<file path="src/rtl/int_ctrl_regs.vh">
// register offsets, field positions, reset values and fixed codes
`ifndef INT_CTRL_REGS_VH
`define INT_CTRL_REGS_VH
`define VEC_LOW_ADDR 8'h33
`define CTRL_ADDR 8'h34
`define VEC_LOW_RESET 8'h00
`define CTRL_FLAG_BIT 7
`define CTRL_POS_BIT 6
`define CTRL_EN_RESET 3'h1
`define NMI_RESTART 16'h0066
`define MODE1_RESTART 16'h0038
`define TRAP_RESTART 16'h0000
`define NUM_SOURCES 12
`endif

</file>
<file path="src/rtl/int_priority_pick.v">
// fixed priority arbiter over the vectored maskable sources
`timescale 1ns/10ps
`default_nettype none
module int_priority_pick
(
   input wire [9:0] pending,
   output reg [3:0] index,
   output reg found
);
   integer i;
   always @*
   begin
      index = 4'h0;
      found = 1'b0;
      // lowest index wins, so scan from the top down and let the last hit stand
      for (i = 9; i >= 0; i = i - 1)
      begin
         if (pending[i])
         begin
            index = i[3:0];
            found = 1'b1;
         end
      end
   end
endmodule // int_priority_pick
`default_nettype wire

</file>
<file path="src/rtl/interrupt_trap_control.v">
// interrupt and trap control: vector low, control register, enable flags
`timescale 1ns/10ps
`default_nettype none
`include "int_ctrl_regs.vh"
module interrupt_trap_control
(
   input wire clk,
   input wire reset_n,
   // internal I/O access
   input wire [7:0] io_addr,
   input wire [7:0] io_wdata,
   input wire io_write,
   input wire io_read,
   output reg [7:0] io_rdata,
   // sequencer events
   input wire enable_interrupts_instr,
   input wire disable_interrupts_instr,
   input wire nonmaskable_return,
   input wire maskable_return,
   input wire load_a_from_i_or_r,
   input wire [7:0] vector_high,
   input wire [1:0] level0_mode,
   input wire undefined_fetch,
   input wire undefined_in_third_byte,
   input wire level0_ack_fetch,
   input wire ack_take,
   input wire fault_insert_state,
   // request inputs, active low as on the pins; internal_request is active high
   input wire nmi_n,
   input wire level0_request_n,
   input wire level1_request_n,
   input wire level2_request_n,
   input wire [7:0] internal_request,
   // answers to the sequencer
   output wire service_request,
   output reg [3:0] service_kind,
   output reg [15:0] service_address,
   output reg vector_from_bus,
   output wire vector_from_table,
   output reg parity_flag_value,
   output reg parity_flag_load,
   output wire cycle_insert_block,
   output wire primary_global_enable_out,
   output wire saved_global_enable_out
);
   // ==========================================================
   // kinds of service handed to the sequencer
   // ==========================================================
   localparam [3:0] kind_trap = 4'h1;
   localparam [3:0] kind_nmi = 4'h2;
   localparam [3:0] kind_level0 = 4'h4;
   localparam [3:0] kind_vector = 4'h8;

   // ==========================================================
   // trap sequence states, one-hot
   // ==========================================================
   localparam [1:0] trap_idle = 2'h1;
   localparam [1:0] trap_offered = 2'h2;

   // ==========================================================
   // state
   // ==========================================================
   reg [2:0] vector_low_base;
   reg fault_flag;
   reg fault_byte_position;
   reg level0_input_enable;
   reg level1_input_enable;
   reg level2_input_enable;
   reg primary_global_enable;
   reg saved_global_enable;
   reg nmi_prev;
   reg nmi_latched;
   reg [1:0] trap_state;
   reg [1:0] next_trap_state;
   wire [9:0] pending;
   wire [3:0] pick_index;
   wire pick_found;
   wire maskable_ok;
   wire trap_event;
   wire trap_pending;
   wire level0_ok;
   wire vec_low_write;
   wire ctrl_write;
   wire vec_low_read;
   wire ctrl_read;
   reg [3:0] next_service_kind;
   reg [15:0] next_service_address;
   reg next_vector_from_bus;
   reg [7:0] next_io_rdata;

   // fixed low codes: even steps of two, one per vectored source
   function [4:0] fixed_code;
      input [3:0] idx;
      begin
         fixed_code = {idx, 1'b0};
      end
   endfunction

   // one compare function, called separately for each write and read strobe
   function reg_hit;
      input [7:0] addr;
      input [7:0] target;
      begin
         reg_hit = (addr == target);
      end
   endfunction

   // a mode 2 acknowledge fetches a vector byte, which cannot trap
   assign trap_event = undefined_fetch &
      (~level0_ack_fetch | (level0_mode == 2'h0));

   assign vec_low_write = io_write & reg_hit(io_addr, `VEC_LOW_ADDR);
   assign ctrl_write = io_write & reg_hit(io_addr, `CTRL_ADDR);
   assign vec_low_read = io_read & reg_hit(io_addr, `VEC_LOW_ADDR);
   assign ctrl_read = io_read & reg_hit(io_addr, `CTRL_ADDR);

   // ==========================================================
   // trap sequence: offered until the sequencer takes it
   // ==========================================================
   always @*
   begin
      next_trap_state = trap_state;
      case (trap_state)
         trap_idle:
         begin
            if (trap_event)
               next_trap_state = trap_offered;
         end
         trap_offered:
         begin
            // a fresh fault in the taking cycle stays offered
            if (ack_take && service_kind == kind_trap && !trap_event)
               next_trap_state = trap_idle;
         end
         default:
            next_trap_state = trap_idle;
      endcase
   end

   always @(posedge clk or negedge reset_n)
   begin
      if (!reset_n)
         trap_state <= trap_idle;
      else
         trap_state <= next_trap_state;
   end

   assign trap_pending = (trap_state == trap_offered);

   // ==========================================================
   // register writes and flag updates
   // ==========================================================
   always @(posedge clk or negedge reset_n)
   begin
      if (!reset_n)
      begin
         vector_low_base <= 3'h0;
         fault_flag <= 1'b0;
         fault_byte_position <= 1'b0;
         {level2_input_enable, level1_input_enable, level0_input_enable}
            <= `CTRL_EN_RESET;
         primary_global_enable <= 1'b0;
         saved_global_enable <= 1'b0;
         nmi_prev <= 1'b1;
         nmi_latched <= 1'b0;
      end
      else
      begin
         if (vec_low_write)
            vector_low_base <= io_wdata[7:5];
         if (ctrl_write)
         begin
            {level2_input_enable, level1_input_enable, level0_input_enable}
               <= io_wdata[2:0];
            if (!io_wdata[`CTRL_FLAG_BIT])
               fault_flag <= 1'b0;
         end
         // set wins over a clear in the same cycle
         if (trap_event)
         begin
            fault_flag <= 1'b1;
            fault_byte_position <= undefined_in_third_byte;
         end
         // falling edge held until taken
         nmi_prev <= nmi_n;
         if (nmi_prev && !nmi_n)
            nmi_latched <= 1'b1;
         else if (ack_take && service_kind == kind_nmi)
            nmi_latched <= 1'b0;
         // flag updates; trap and maskable return leave them alone
         if (ack_take && service_kind == kind_nmi)
         begin
            saved_global_enable <= primary_global_enable;
            primary_global_enable <= 1'b0;
         end
         else if (ack_take && (service_kind == kind_level0 ||
                  service_kind == kind_vector))
         begin
            primary_global_enable <= 1'b0;
            saved_global_enable <= 1'b0;
         end
         else if (disable_interrupts_instr)
         begin
            primary_global_enable <= 1'b0;
            saved_global_enable <= 1'b0;
         end
         else if (enable_interrupts_instr)
         begin
            primary_global_enable <= 1'b1;
            saved_global_enable <= 1'b1;
         end
         else if (nonmaskable_return)
            primary_global_enable <= saved_global_enable;
         else if (maskable_return)
         begin
            primary_global_enable <= primary_global_enable;
            saved_global_enable <= saved_global_enable;
         end
      end
   end

   // ==========================================================
   // arbitration
   // ==========================================================
   assign maskable_ok = primary_global_enable;
   // level 1, level 2 then eight internal sources
   assign pending = {internal_request,
                     ~level2_request_n & level2_input_enable,
                     ~level1_request_n & level1_input_enable}
                    & {10{maskable_ok}};

   int_priority_pick i_int_priority_pick
   (
      .pending(pending),
      .index(pick_index),
      .found(pick_found)
   );

   assign level0_ok = maskable_ok & level0_input_enable & ~level0_request_n;
   assign service_request = trap_pending | nmi_latched | level0_ok |
      pick_found;
   assign vector_from_table = (service_kind == kind_vector) |
      (service_kind == kind_level0 && level0_mode == 2'h2);
   // the fault state must run straight into the stack push
   assign cycle_insert_block = fault_insert_state;
   assign primary_global_enable_out = primary_global_enable;
   assign saved_global_enable_out = saved_global_enable;

   // ==========================================================
   // answers: kind and restart or table address
   // ==========================================================
   // fixed priority: trap, nmi, level 0, then the vectored sources
   always @*
   begin
      next_service_kind = 4'h0;
      next_service_address = service_address;
      next_vector_from_bus = 1'b0;
      if (trap_pending)
      begin
         next_service_kind = kind_trap;
         next_service_address = `TRAP_RESTART;
      end
      else if (nmi_latched)
      begin
         next_service_kind = kind_nmi;
         next_service_address = `NMI_RESTART;
      end
      else if (level0_ok)
      begin
         next_service_kind = kind_level0;
         case (level0_mode)
            2'h1:
            begin
               next_service_address = `MODE1_RESTART;
            end
            2'h2:
            begin
               next_service_address = {vector_high, 8'h00};
               next_vector_from_bus = 1'b1;
            end
            default:
            begin
               // mode 0: the instruction itself comes from the bus
               next_service_address = 16'h0000;
               next_vector_from_bus = 1'b1;
            end
         endcase
      end
      else if (pick_found)
      begin
         next_service_kind = kind_vector;
         next_service_address = {vector_high, vector_low_base,
                                 fixed_code(pick_index)};
      end
   end

   // live bits read back; other addresses read zero
   always @*
   begin
      next_io_rdata = 8'h00;
      if (vec_low_read)
         next_io_rdata = {vector_low_base, 5'h00};
      else if (ctrl_read)
         next_io_rdata = {fault_flag, fault_byte_position, 3'h0,
            level2_input_enable, level1_input_enable,
            level0_input_enable};
   end

   always @(posedge clk or negedge reset_n)
   begin
      if (!reset_n)
      begin
         service_kind <= 4'h0;
         service_address <= 16'h0000;
         vector_from_bus <= 1'b0;
         io_rdata <= 8'h00;
         parity_flag_value <= 1'b0;
         parity_flag_load <= 1'b0;
      end
      else
      begin
         service_kind <= next_service_kind;
         service_address <= next_service_address;
         vector_from_bus <= next_vector_from_bus;
         io_rdata <= next_io_rdata;
         parity_flag_load <= load_a_from_i_or_r;
         parity_flag_value <= primary_global_enable;
      end
   end
endmodule // interrupt_trap_control
`default_nettype wire

</file>
<file path="config.mk">
export PLATFORM = sky130hd
export DESIGN_NAME = interrupt_trap_control
export DESIGN_NICKNAME = d
export VERILOG_FILES = /design/src/rtl/int_priority_pick.v /design/src/rtl/interrupt_trap_control.v
export VERILOG_INCLUDE_DIRS = /design/src /design/src/rtl
export SDC_FILE = /design/constraint.sdc
export NUM_CORES = 1
export LEC_CHECK = 0
export ABC_CLOCK_PERIOD_IN_PS = 2700
export CAP_MARGIN = 0
export CELL_PAD_IN_SITES_DETAIL_PLACEMENT = 1
export CELL_PAD_IN_SITES_GLOBAL_PLACEMENT = 1
export CORE_MARGIN = 10
export CORE_UTILIZATION = 38
export DETAILED_ROUTE_END_ITERATION = 10
export DONT_BUFFER_PORTS = 1
export PLACE_DENSITY = 0.65
export SLEW_MARGIN = 20
export SYNTH_ARGS = -nofsm -noshare
export SYNTH_HDL_FRONTEND = slang
export SYNTH_SLANG_ARGS = --single-unit
export TNS_END_PERCENT = 10
</file>
<file path="constraint.sdc">
create_clock -name clk -period 2.7 [get_ports clk]
set_clock_uncertainty 0.05 [all_clocks]
set_input_delay 0.81 -clock clk [delete_from_list [all_inputs] [get_ports clk]]
set_output_delay 0.81 -clock clk [all_outputs]
set_load 0.1 [all_outputs]
</file>
==> flow_summary.json, run 1 <==
{
  "status": "complete, no violations",
  "boundaryPins": 88,
  "diodes": 0,
  "post-cts-setup-buffers": 0,
  "pwr-share-seq": 0.397,
  "cts_buffer_depth": 2,
  "dr.pass1.iters": 4,
  "via_per_inst": 5.45,
  "drv_slew": 0,
  "startpoint_type": "input pin",
  "p_total_w": 0.00234,
  "ys_types": 45,
  "dieArea_mm2": 0.00825,
  "ir_drop_v": 0.000604,
  "syn_to_final_growth_pct": 24.1,
  "pwr-share-comb": 0.398,
  "core_mm2": 0.00479,
  "holdWs_ps": 152,
  "dp_cells": 276,
  "worstHoldPathType": "in -> async",
  "critPathArrivalTime_ps": 1790,
  "relSlewSlack": 0.369,
  "ys_top_cells_by_count": "dfrtp_1 (39), nand2_1 (18), o21ai_0 (16)",
  "clockRootBuffer": "clkbuf_8",
  "worst_r2r_path_depth": 5,
  "synth_cells": 180,
  "cp-end-kind": "primary output",
  "gr-usage-all-layers": 0.143,
  "path_class": "in -> out",
  "async_flop_share": 1.00,
  "wl_per_cell_um": 20.6,
  "synth.most_common_cell": "dfrtp_1",
  "ys_ff_latch": 42,
  "yosysTopAreaCell": "dfrtp_1",
  "power.leakage_nw": 1.10,
  "antenna_found_initial": 0,
  "yosysWarnings": 0,
  "synth_enable_flop_cells": 0,
  "avgSynthCellArea_um2": 10.6,
  "power_density_mw_per_mm2": 989,
  "stdcell_count": 284,
  "finalCritPeriodShare": 0.983,
  "antenna_left": 0,
  "crit_start": "internal_request[3]",
  "period_minus_slack_ps": 2650,
  "rr_startpoint": "level0_input_enable",
  "grt_pass1_wl_um": 9360,
  "p_int_w": 0.00122,
  "portBuffers": 0,
  "clock.fmax_ghz": 0.377,
  "hold_viol_final": 0,
  "synth_ff_type": "dfrtp_1",
  "clkLatencyLatePin_ps": 290,
  "cts_made_buffers": 5,
  "rows": 25,
  "grt_start_max_net_pins": 43,
  "finalSetupViolCount": 0,
  "r2r_end": "service_address[4]",
  "hpwl_um": 4750,
  "initial_core_util": 0.398,
  "ff2ff_setup_slack_ps": 780,
  "die_w_um": 90.8,
  "cts.sinks": 42,
  "clkTransAtPathRegs_ps": 80,
  "die_y_um": 90.8,
  "cpMaxStageDelayCell": "nor4_4",
  "grt_pass1_vias": 1814,
  "tightest_slew_ps": 946,
  "drc_errors": 0,
  "post_cts_resized": 1,
  "slowest_delay_ps": 300,
  "drt_wl_total_um": 5860,
  "synthTopCellsByArea": "dfrtp_1 (51%), o21ai_0 (4.2%), dfstp_2 (4.1%), mux2_2 (4.1%), nand2_1 (3.5%)",
  "p_clk_frac": 0.205,
  "via_count": 1547,
  "cp.required_ps": 1840,
  "crit_chain": "nor4_4 -> nand2_1 -> o21ai_1 -> nor2b_4 -> inv_4",
  "cap_violations": 0,
  "nets": 268,
  "drt_iter0_drc": 37,
  "htree_num_levels": 2,
  "gp_congestion": 0.780,
  "cts_tree": "yes",
  "cp_max_fo": 4,
  "p_sw_frac": 0.480,
  "rsz0062_at_grt": "no",
  "overflow": 0,
  "drive_gt1_frac": 0.295,
  "yosys.area.top_type_share": 0.512,
  "cts_hold_buf": 0,
  "yosysSeqAreaShare": 0.553,
  "p_switching_w": 0.00112,
  "syn-cell-area_mm2": 0.00191
}
==> logic make-up (layout without fill, tap and decap cells) <==
logic type	count (synthesis)	in the layout	share of synthesized area
buf+inv	17	52	0.0466
compound gates	40	40	0.131
other cells	1	3	0.00197
xor+xnor	1	1	0.00459
simple gates	70	70	0.205
flops	42	42	0.553
mux	9	9	0.0571
==> worst max-delay path by stage <==
| stage | depth (start not counted) | to |
|---|---|---|
| after floorplan | 3 | vector_from_table |
| after global placement | 5 | service_request |
| after detailed placement | 5 | service_request |
| after CTS | 5 | service_request |
| after global routing | 5 | service_request |
| final | 5 | service_request |
==> final cells by class <==
| type | count | area, um^2 |
|---|---|---|
| clock buffers | 7 | 76.3 |
| clock inverters | 1 | 30.0 |
| fillers | 548 | 2420 |
| inverters | 8 | 32.5 |
| multi-input cells | 123 | 801 |
| flip-flops and latches | 42 | 1060 |
| well taps | 67 | 83.8 |
| repair buffers | 36 | 283 |
==> layer usage <==
| metal | global-route usage | share of wire | wire length (um) |
|---|---|---|---|
| met1 | 0.137 | 0.35 | 2060 |
| met2 | 0.259 | 0.53 | 3130 |
| met3 | 0.0682 | 0.091 | 535 |
| met4 | 0.0561 | 0.022 | 127 |
| met5 | 0 | 0 | 0 |
==> sequential cells by signal, indices dropped and copies added (netlist names) <==
name                       cells
fault_flag                     1
nmi_prev                       1
primary_global_enable_out      1
trap_state                     2
parity_flag_load               1
nmi_latched                    1
service_address               15
parity_flag_value              1
service_kind                   4
fault_byte_position            1
vector_low_base                3
vector_from_bus                1
level0_input_enable            1
io_rdata                       6
level2_input_enable            1
level1_input_enable            1
saved_global_enable_out        1
==> stage by stage <==
stage | TNS, ps | util | setup slack [ps] | area, um^2
floorplan | -183 | - | -92.6 | 1950
finish | 0 | 0.494 | 47.0 | 2370
detailed placement | -16.4 | 0.472 | -16.4 | 2260
CTS | 0 | 0.494 | 23.2 | 2370
global placement | 0 | 0.472 | 64.1 | 2260
global route | 0 | 0.494 | 8.80 | 2370
==> worst max-delay path, delay by kind of cell <==
kind | cells | cell delay [ps]
AO/OA/AOI/OAI | 1 | 220
buffers and inverters | 1 | 150
AND/OR/NAND/NOR | 3 | 620
==> placed cells by master (no fill, tap or decap), types with 2 or more instances in the layout <==
cell and n:
o21a_1 2, dfstp_2 3, nor2_1 10, conb_1 3
nor3_1 3, nand3b_1 3, nor2b_1 2, a31oi_1 2
nand2b_1 5, nor3b_1 2, o32ai_1 2, mux2_2 7
mux2_4 2, nand4_1 8, a22oi_1 2, nand3_1 4
nand2_1 18, a21oi_1 5, dfrtp_1 37, o21ai_0 16
buf_4 35, clkbuf_1 2, a22o_1 3, inv_1 7
and3_1 5, clkbuf_8 5
==> power by group through the flow <==
stage | clock, W | combinational, W | sequential, W
finish | 0.000480 | 0.000931 | 0.000928
global route | 0.000525 | 0.000980 | 0.000940
CTS | 0.000490 | 0.000940 | 0.000931
detailed placement | 0 | 0.000935 | 0.000942
global placement | 0 | 0.000917 | 0.000936
floorplan | 0 | 0.000288 | 0.00138
Power figures use the tool's default switching activity.
==> run 2: changes to the inputs <==
CORE_UTILIZATION = 45   (was 38)
PLACE_DENSITY = 0.76   (was 0.65)
==> flow_summary.json, run 2 (same netlist as run 1, synthesis figures left out) <==
{
  "status": "complete, no violations",
  "cpMaxStageDelayCell": "nor4_4",
  "portBuffers": 0,
  "clkTransAtPathRegs_ps": 70,
  "startpoint_type": "input pin",
  "htree_num_levels": 2,
  "post-place-ws_ps": 3.36,
  "p_total_w": 0.00230,
  "clkLatencyLatePin_ps": 290,
  "rows": 23,
  "dieArea_mm2": 0.00724,
  "cts_hold_buf": 0,
  "die_y_um": 85.1,
  "cts_tree": "yes",
  "cts_made_buffers": 5,
  "diodes": 0,
  "cp-end-kind": "primary output",
  "largest_register_ffs": 15,
  "overflow": 0,
  "setup_ws_ps": 71.5,
  "initial_core_util": 0.470,
  "hpwl_um": 4720,
  "slowest_delay_ps": 300,
  "drv_slew": 0,
  "use_met3": 0.0832,
  "power.leakage_nw": 1.10,
  "worstHoldPathType": "in -> async",
  "crit_family": "simple AND/OR/NAND/NOR gates",
  "gr-usage-all-layers": 0.165,
  "final_common_cell": "dfrtp_1",
  "drc_errors": 0,
  "core_mm2": 0.00406,
  "grt_pass1_vias": 1817,
  "power_density_mw_per_mm2": 981,
  "clock.fmax_ghz": 0.380,
  "drt_wl_total_um": 6040,
  "ir_drop_v": 0.000418,
  "syn_to_final_growth_pct": 22.8,
  "finalSetupViolCount": 0,
  "via_count": 1566,
  "top_register": "service_address",
  "stdcell_count": 268,
  "period_minus_slack_ps": 2630,
  "tightest_slew_ps": 933,
  "use_met1": 0.158,
  "antenna_left": 0,
  "grt_pass1_wl_um": 9570,
  "busiest_layer": "met2",
  "dr.pass1.iters": 4,
  "cp_num_buf_inv": 1,
  "cts_buffer_depth": 2,
  "cp_max_fo": 4,
  "relSlewSlack": 0.378,
  "crit_chain": "nor4_4 -> nand2_1 -> o21ai_2 -> nor2b_4 -> inv_6",
  "clockRootBuffer": "clkbuf_8",
  "grt_start_max_net_pins": 43,
  "reg.largest.list": "service_address: 15 flops, io_rdata: 6 flops, service_kind: 4 flops",
  "drt_iter0_drc": 113,
  "nets": 269,
  "wl_per_cell_um": 22.5,
  "drive_gt1_frac": 0.303,
  "utilization": 0.577,
  "fin_area_mm2": 0.00234,
  "hold_viol_final": 0,
  "via_per_inst": 5.84,
  "cap_violations": 0,
  "grt_use_met2": 0.296,
  "final_cell_mix": "dfrtp_1 (37), buf_4 (36), nand2_1 (18), o21ai_0 (16), nor2_1 (10)",
  "finalCritPeriodShare": 0.974,
  "cts.sinks": 42,
  "gp_congestion": 0.817,
  "die_w_um": 85.1,
  "antenna_found_initial": 0,
  "path_class": "in -> out",
  "place_area_mm2": 0.00224,
  "boundaryPins": 88,
  "cp.required_ps": 1840,
  "critPathArrivalTime_ps": 1770,
  "dp_cells": 259
}
run 2: cell types whose count changed in the layout (fill, tap and decap cells not counted):
cell / before / now
inv_6: 0 / 1
clkbuf_8: 5 / 6
bufinv_16: 1 / 0
buf_4: 35 / 36
o21ai_1: 1 / 0
inv_4: 1 / 0
o21ai_2: 0 / 1
run 2: what timing repair did:
item / CTS / global route
buffers inserted: 0 / 1
gates resized for setup: 1 / 2
endpoints found under the setup margin: 1 / 1
run 2: final timing paths:
path / slack [ps] / startpoint / to / cells past startpoint
setup / recovery: 70 / internal_request[3] / service_request / 5
hold / removal: 150 / reset_n / parity_flag_load / 0
setup reg to reg: 690 / level0_input_enable / service_address[3] / 5
hold reg to reg: 470 / nmi_prev / nmi_latched / 2
max in group asynchronous: 2270 / reset_n / nmi_prev / 0
min in group clk: 460 / nmi_n / nmi_prev / 0
run 2: routing by layer:
| layer | vias up | share of wire |
|---|---|---|
| met4 | 0 | 0.017 |
| met5 | - | 0 |
| met3 | 11 | 0.10 |
| met2 | 54 | 0.55 |
| met1 | 798 | 0.34 |
| li1 | 703 | - |
run 2: through the flow:
step                TNS, ps  hold WS (ps)
floorplan              -183           425
global placement          0           446
detailed placement        0           455
CTS                       0           145
global route          -3.71           127
finish                    0           152
run 2: layout make-up:
type | count | area, um^2
Fill cell | 467 | 1720
Timing Repair Buffer | 37 | 290
Clock buffer | 8 | 90.1
Inverter | 8 | 35.0
Tap cell | 50 | 62.6
Sequential cell | 42 | 1060
Multi-Input combinational cell | 123 | 805
run 2: power by group:
| group | total [W] | leakage, nW | internal, W | switching, W |
|---|---|---|---|---|
| clock network | 0.000413 | 0.0455 | 0.000208 | 0.000205 |
| registers | 0.000939 | 0.534 | 0.000725 | 0.000214 |
| logic | 0.000945 | 0.521 | 0.000220 | 0.000725 |
run 2: worst reg2reg max path, cell delays in order (launching register included):
cell and delay, ps:
dfstp_2 560, nand3b_1 140, buf_4 240, or3_1 340, o32ai_1 430, a22o_1 200
==> run 3: changes to the inputs <==
ABC_CLOCK_PERIOD_IN_PS = 3100   (was 2700)
CORE_UTILIZATION = 49   (was 45)
PLACE_DENSITY = 0.81   (was 0.76)
clock period = 3.1 ns   (was 2.7 ns; I/O delays follow)
==> flow_summary.json, run 3 (same netlist as run 1, synthesis figures left out) <==
{
  "wl_per_cell_um": 22.7,
  "top_register": "service_address",
  "relSlewSlack": 0.373,
  "period_minus_slack_ps": 2960,
  "initial_core_util": 0.513,
  "antenna_found_initial": 0,
  "gr-usage-all-layers": 0.170,
  "gp_congestion": 0.827,
  "rr_startpoint": "primary_global_enable_out",
  "ff2ff_setup_slack_ps": 1120,
  "syn_to_final_growth_pct": 12.7,
  "drt_wl_total_um": 5450,
  "setup_ws_ps": 144,
  "portBuffers": 0,
  "clockRootBuffer": "clkbuf_8",
  "hold_viol_final": 0,
  "cp-end-kind": "primary output",
  "cts_tree": "yes",
  "diodes": 0,
  "slowest_delay_ps": 300,
  "critPathArrivalTime_ps": 1980,
  "drc_errors": 0,
  "power_density_mw_per_mm2": 915,
  "final_cell_mix": "dfrtp_1 (38), nand2_1 (18), o21ai_0 (16), nor2_1 (10), buf_4 (9)",
  "tightest_slew_ps": 941,
  "antenna_left": 0,
  "nFillCells": 433,
  "clkLatencyLatePin_ps": 290,
  "cts.sinks": 42,
  "crit_chain": "nor4_4 -> nand2_1 -> o21ai_1 -> nor2b_4 -> inv_2 -> buf_12",
  "post_cts_resized": 0,
  "largest_register_ffs": 15,
  "cap_violations": 0,
  "worst_r2r_path_depth": 6,
  "worstHoldPathType": "in -> async",
  "crit_family": "simple AND/OR/NAND/NOR gates",
  "grt_start_max_net_pins": 43,
  "clock.fmax_ghz": 0.338,
  "via_count": 1434,
  "r2r_end": "service_address[9]",
  "dr.pass1.iters": 4,
  "cp_max_fo": 4,
  "holdWs_ps": 277,
  "p_total_w": 0.00197,
  "ir_drop_v": 0.000487,
  "via_per_inst": 5.98,
  "reg.largest.list": "service_address: 15 flops, io_rdata: 6 flops, service_kind: 4 flops",
  "cts_buffer_depth": 2,
  "drt_iter0_drc": 70,
  "cts_made_buffers": 5,
  "rows": 22,
  "cp_num_buf_inv": 2,
  "rsz0062_at_grt": "no",
  "boundaryPins": 88,
  "post-cts-setup-buffers": 0,
  "core_mm2": 0.00372,
  "clkTransAtPathRegs_ps": 70,
  "power.leakage_nw": 0.971,
  "hpwl_um": 4350,
  "drive_gt1_frac": 0.193,
  "overflow": 0,
  "path_class": "in -> out",
  "grt_pass1_vias": 1662,
  "cp.required_ps": 2120,
  "nets": 243,
  "startpoint_type": "input pin",
  "die_y_um": 82.4,
  "finalCritPeriodShare": 0.954,
  "finalSetupViolCount": 0,
  "htree_num_levels": 2,
  "die_w_um": 82.4,
  "post-place-ws_ps": 158,
  "drv_slew": 0,
  "fin_setup_tns_ps": 0,
  "status": "complete, no violations",
  "cts_hold_buf": 0,
  "final_common_cell": "dfrtp_1",
  "dieArea_mm2": 0.00679,
  "grt_pass1_wl_um": 8780,
  "cpMaxStageDelayCell": "nor4_4"
}
## run 3: cell types whose count changed in the layout (fill, tap and decap cells not counted)
cell       delta
dfrtp_1       +1
o21ai_1       +1
dfrtp_4       -1
nor4b_2       +1
inv_2         +1
buf_4        -27
bufinv_16     +1
o21ai_2       -1
a21oi_2       -1
nor4b_4       -1
buf_12        +1
a21oi_1       +1
clkbuf_8      -1
inv_6         -1
## run 3: final cells by class
type | count | area, um^2 | share of cell area
clock inverter | 1 | 30.0 | 0.0140
clock buffer | 7 | 76.3 | 0.0355
multi-input combinational | 123 | 788 | 0.367
tap | 48 | 60.1 | 0.0280
sequential | 42 | 1060 | 0.492
inverter | 8 | 30.0 | 0.0140
timing repair buffer | 11 | 108 | 0.0501
## run 3: through the flow
step | util | area (um^2) | instances
finish | 0.578 | 2150 | 240
global route | 0.578 | 2150 | 240
CTS | 0.578 | 2150 | 240
detailed placement | 0.549 | 2040 | 232
global placement | 0.549 | 2040 | 232
floorplan | - | 1930 | 182
## run 3: where the power goes
part / switching (W) / internal (W) / total (W)
registers: 0.000533 / 0.000624 / 0.00116
clock network: 0.000176 / 0.000241 / 0.000417
logic: 0.000261 / 0.000132 / 0.000393
## run 3: how the worst max path moves through the flow
stage	from	cells after the start	end
CTS	internal_request[3]	6	service_request
floorplan	level0_mode[0]	3	vector_from_table
global placement	internal_request[3]	6	service_request
detailed placement	internal_request[3]	6	service_request
global route	internal_request[3]	6	service_request
finish	internal_request[3]	6	service_request
## run 3: worst reg2reg max path: stages (launching register included)
cell,delay (ps)
dfrtp_1,460
nand3b_1,160
buf_4,230
a21oi_1,60
nor3_1,610
nand2_1,130
o21ai_0,200
## run 3: metal layers
layer | up-vias | track usage | wire length (um)
li1 | 657 | - | -
met1 | 711 | 0.184 | 1990
met2 | 57 | 0.297 | 2840
met3 | 9 | 0.0734 | 552
met4 | 0 | 0.0476 | 65
met5 | - | 0 | 0
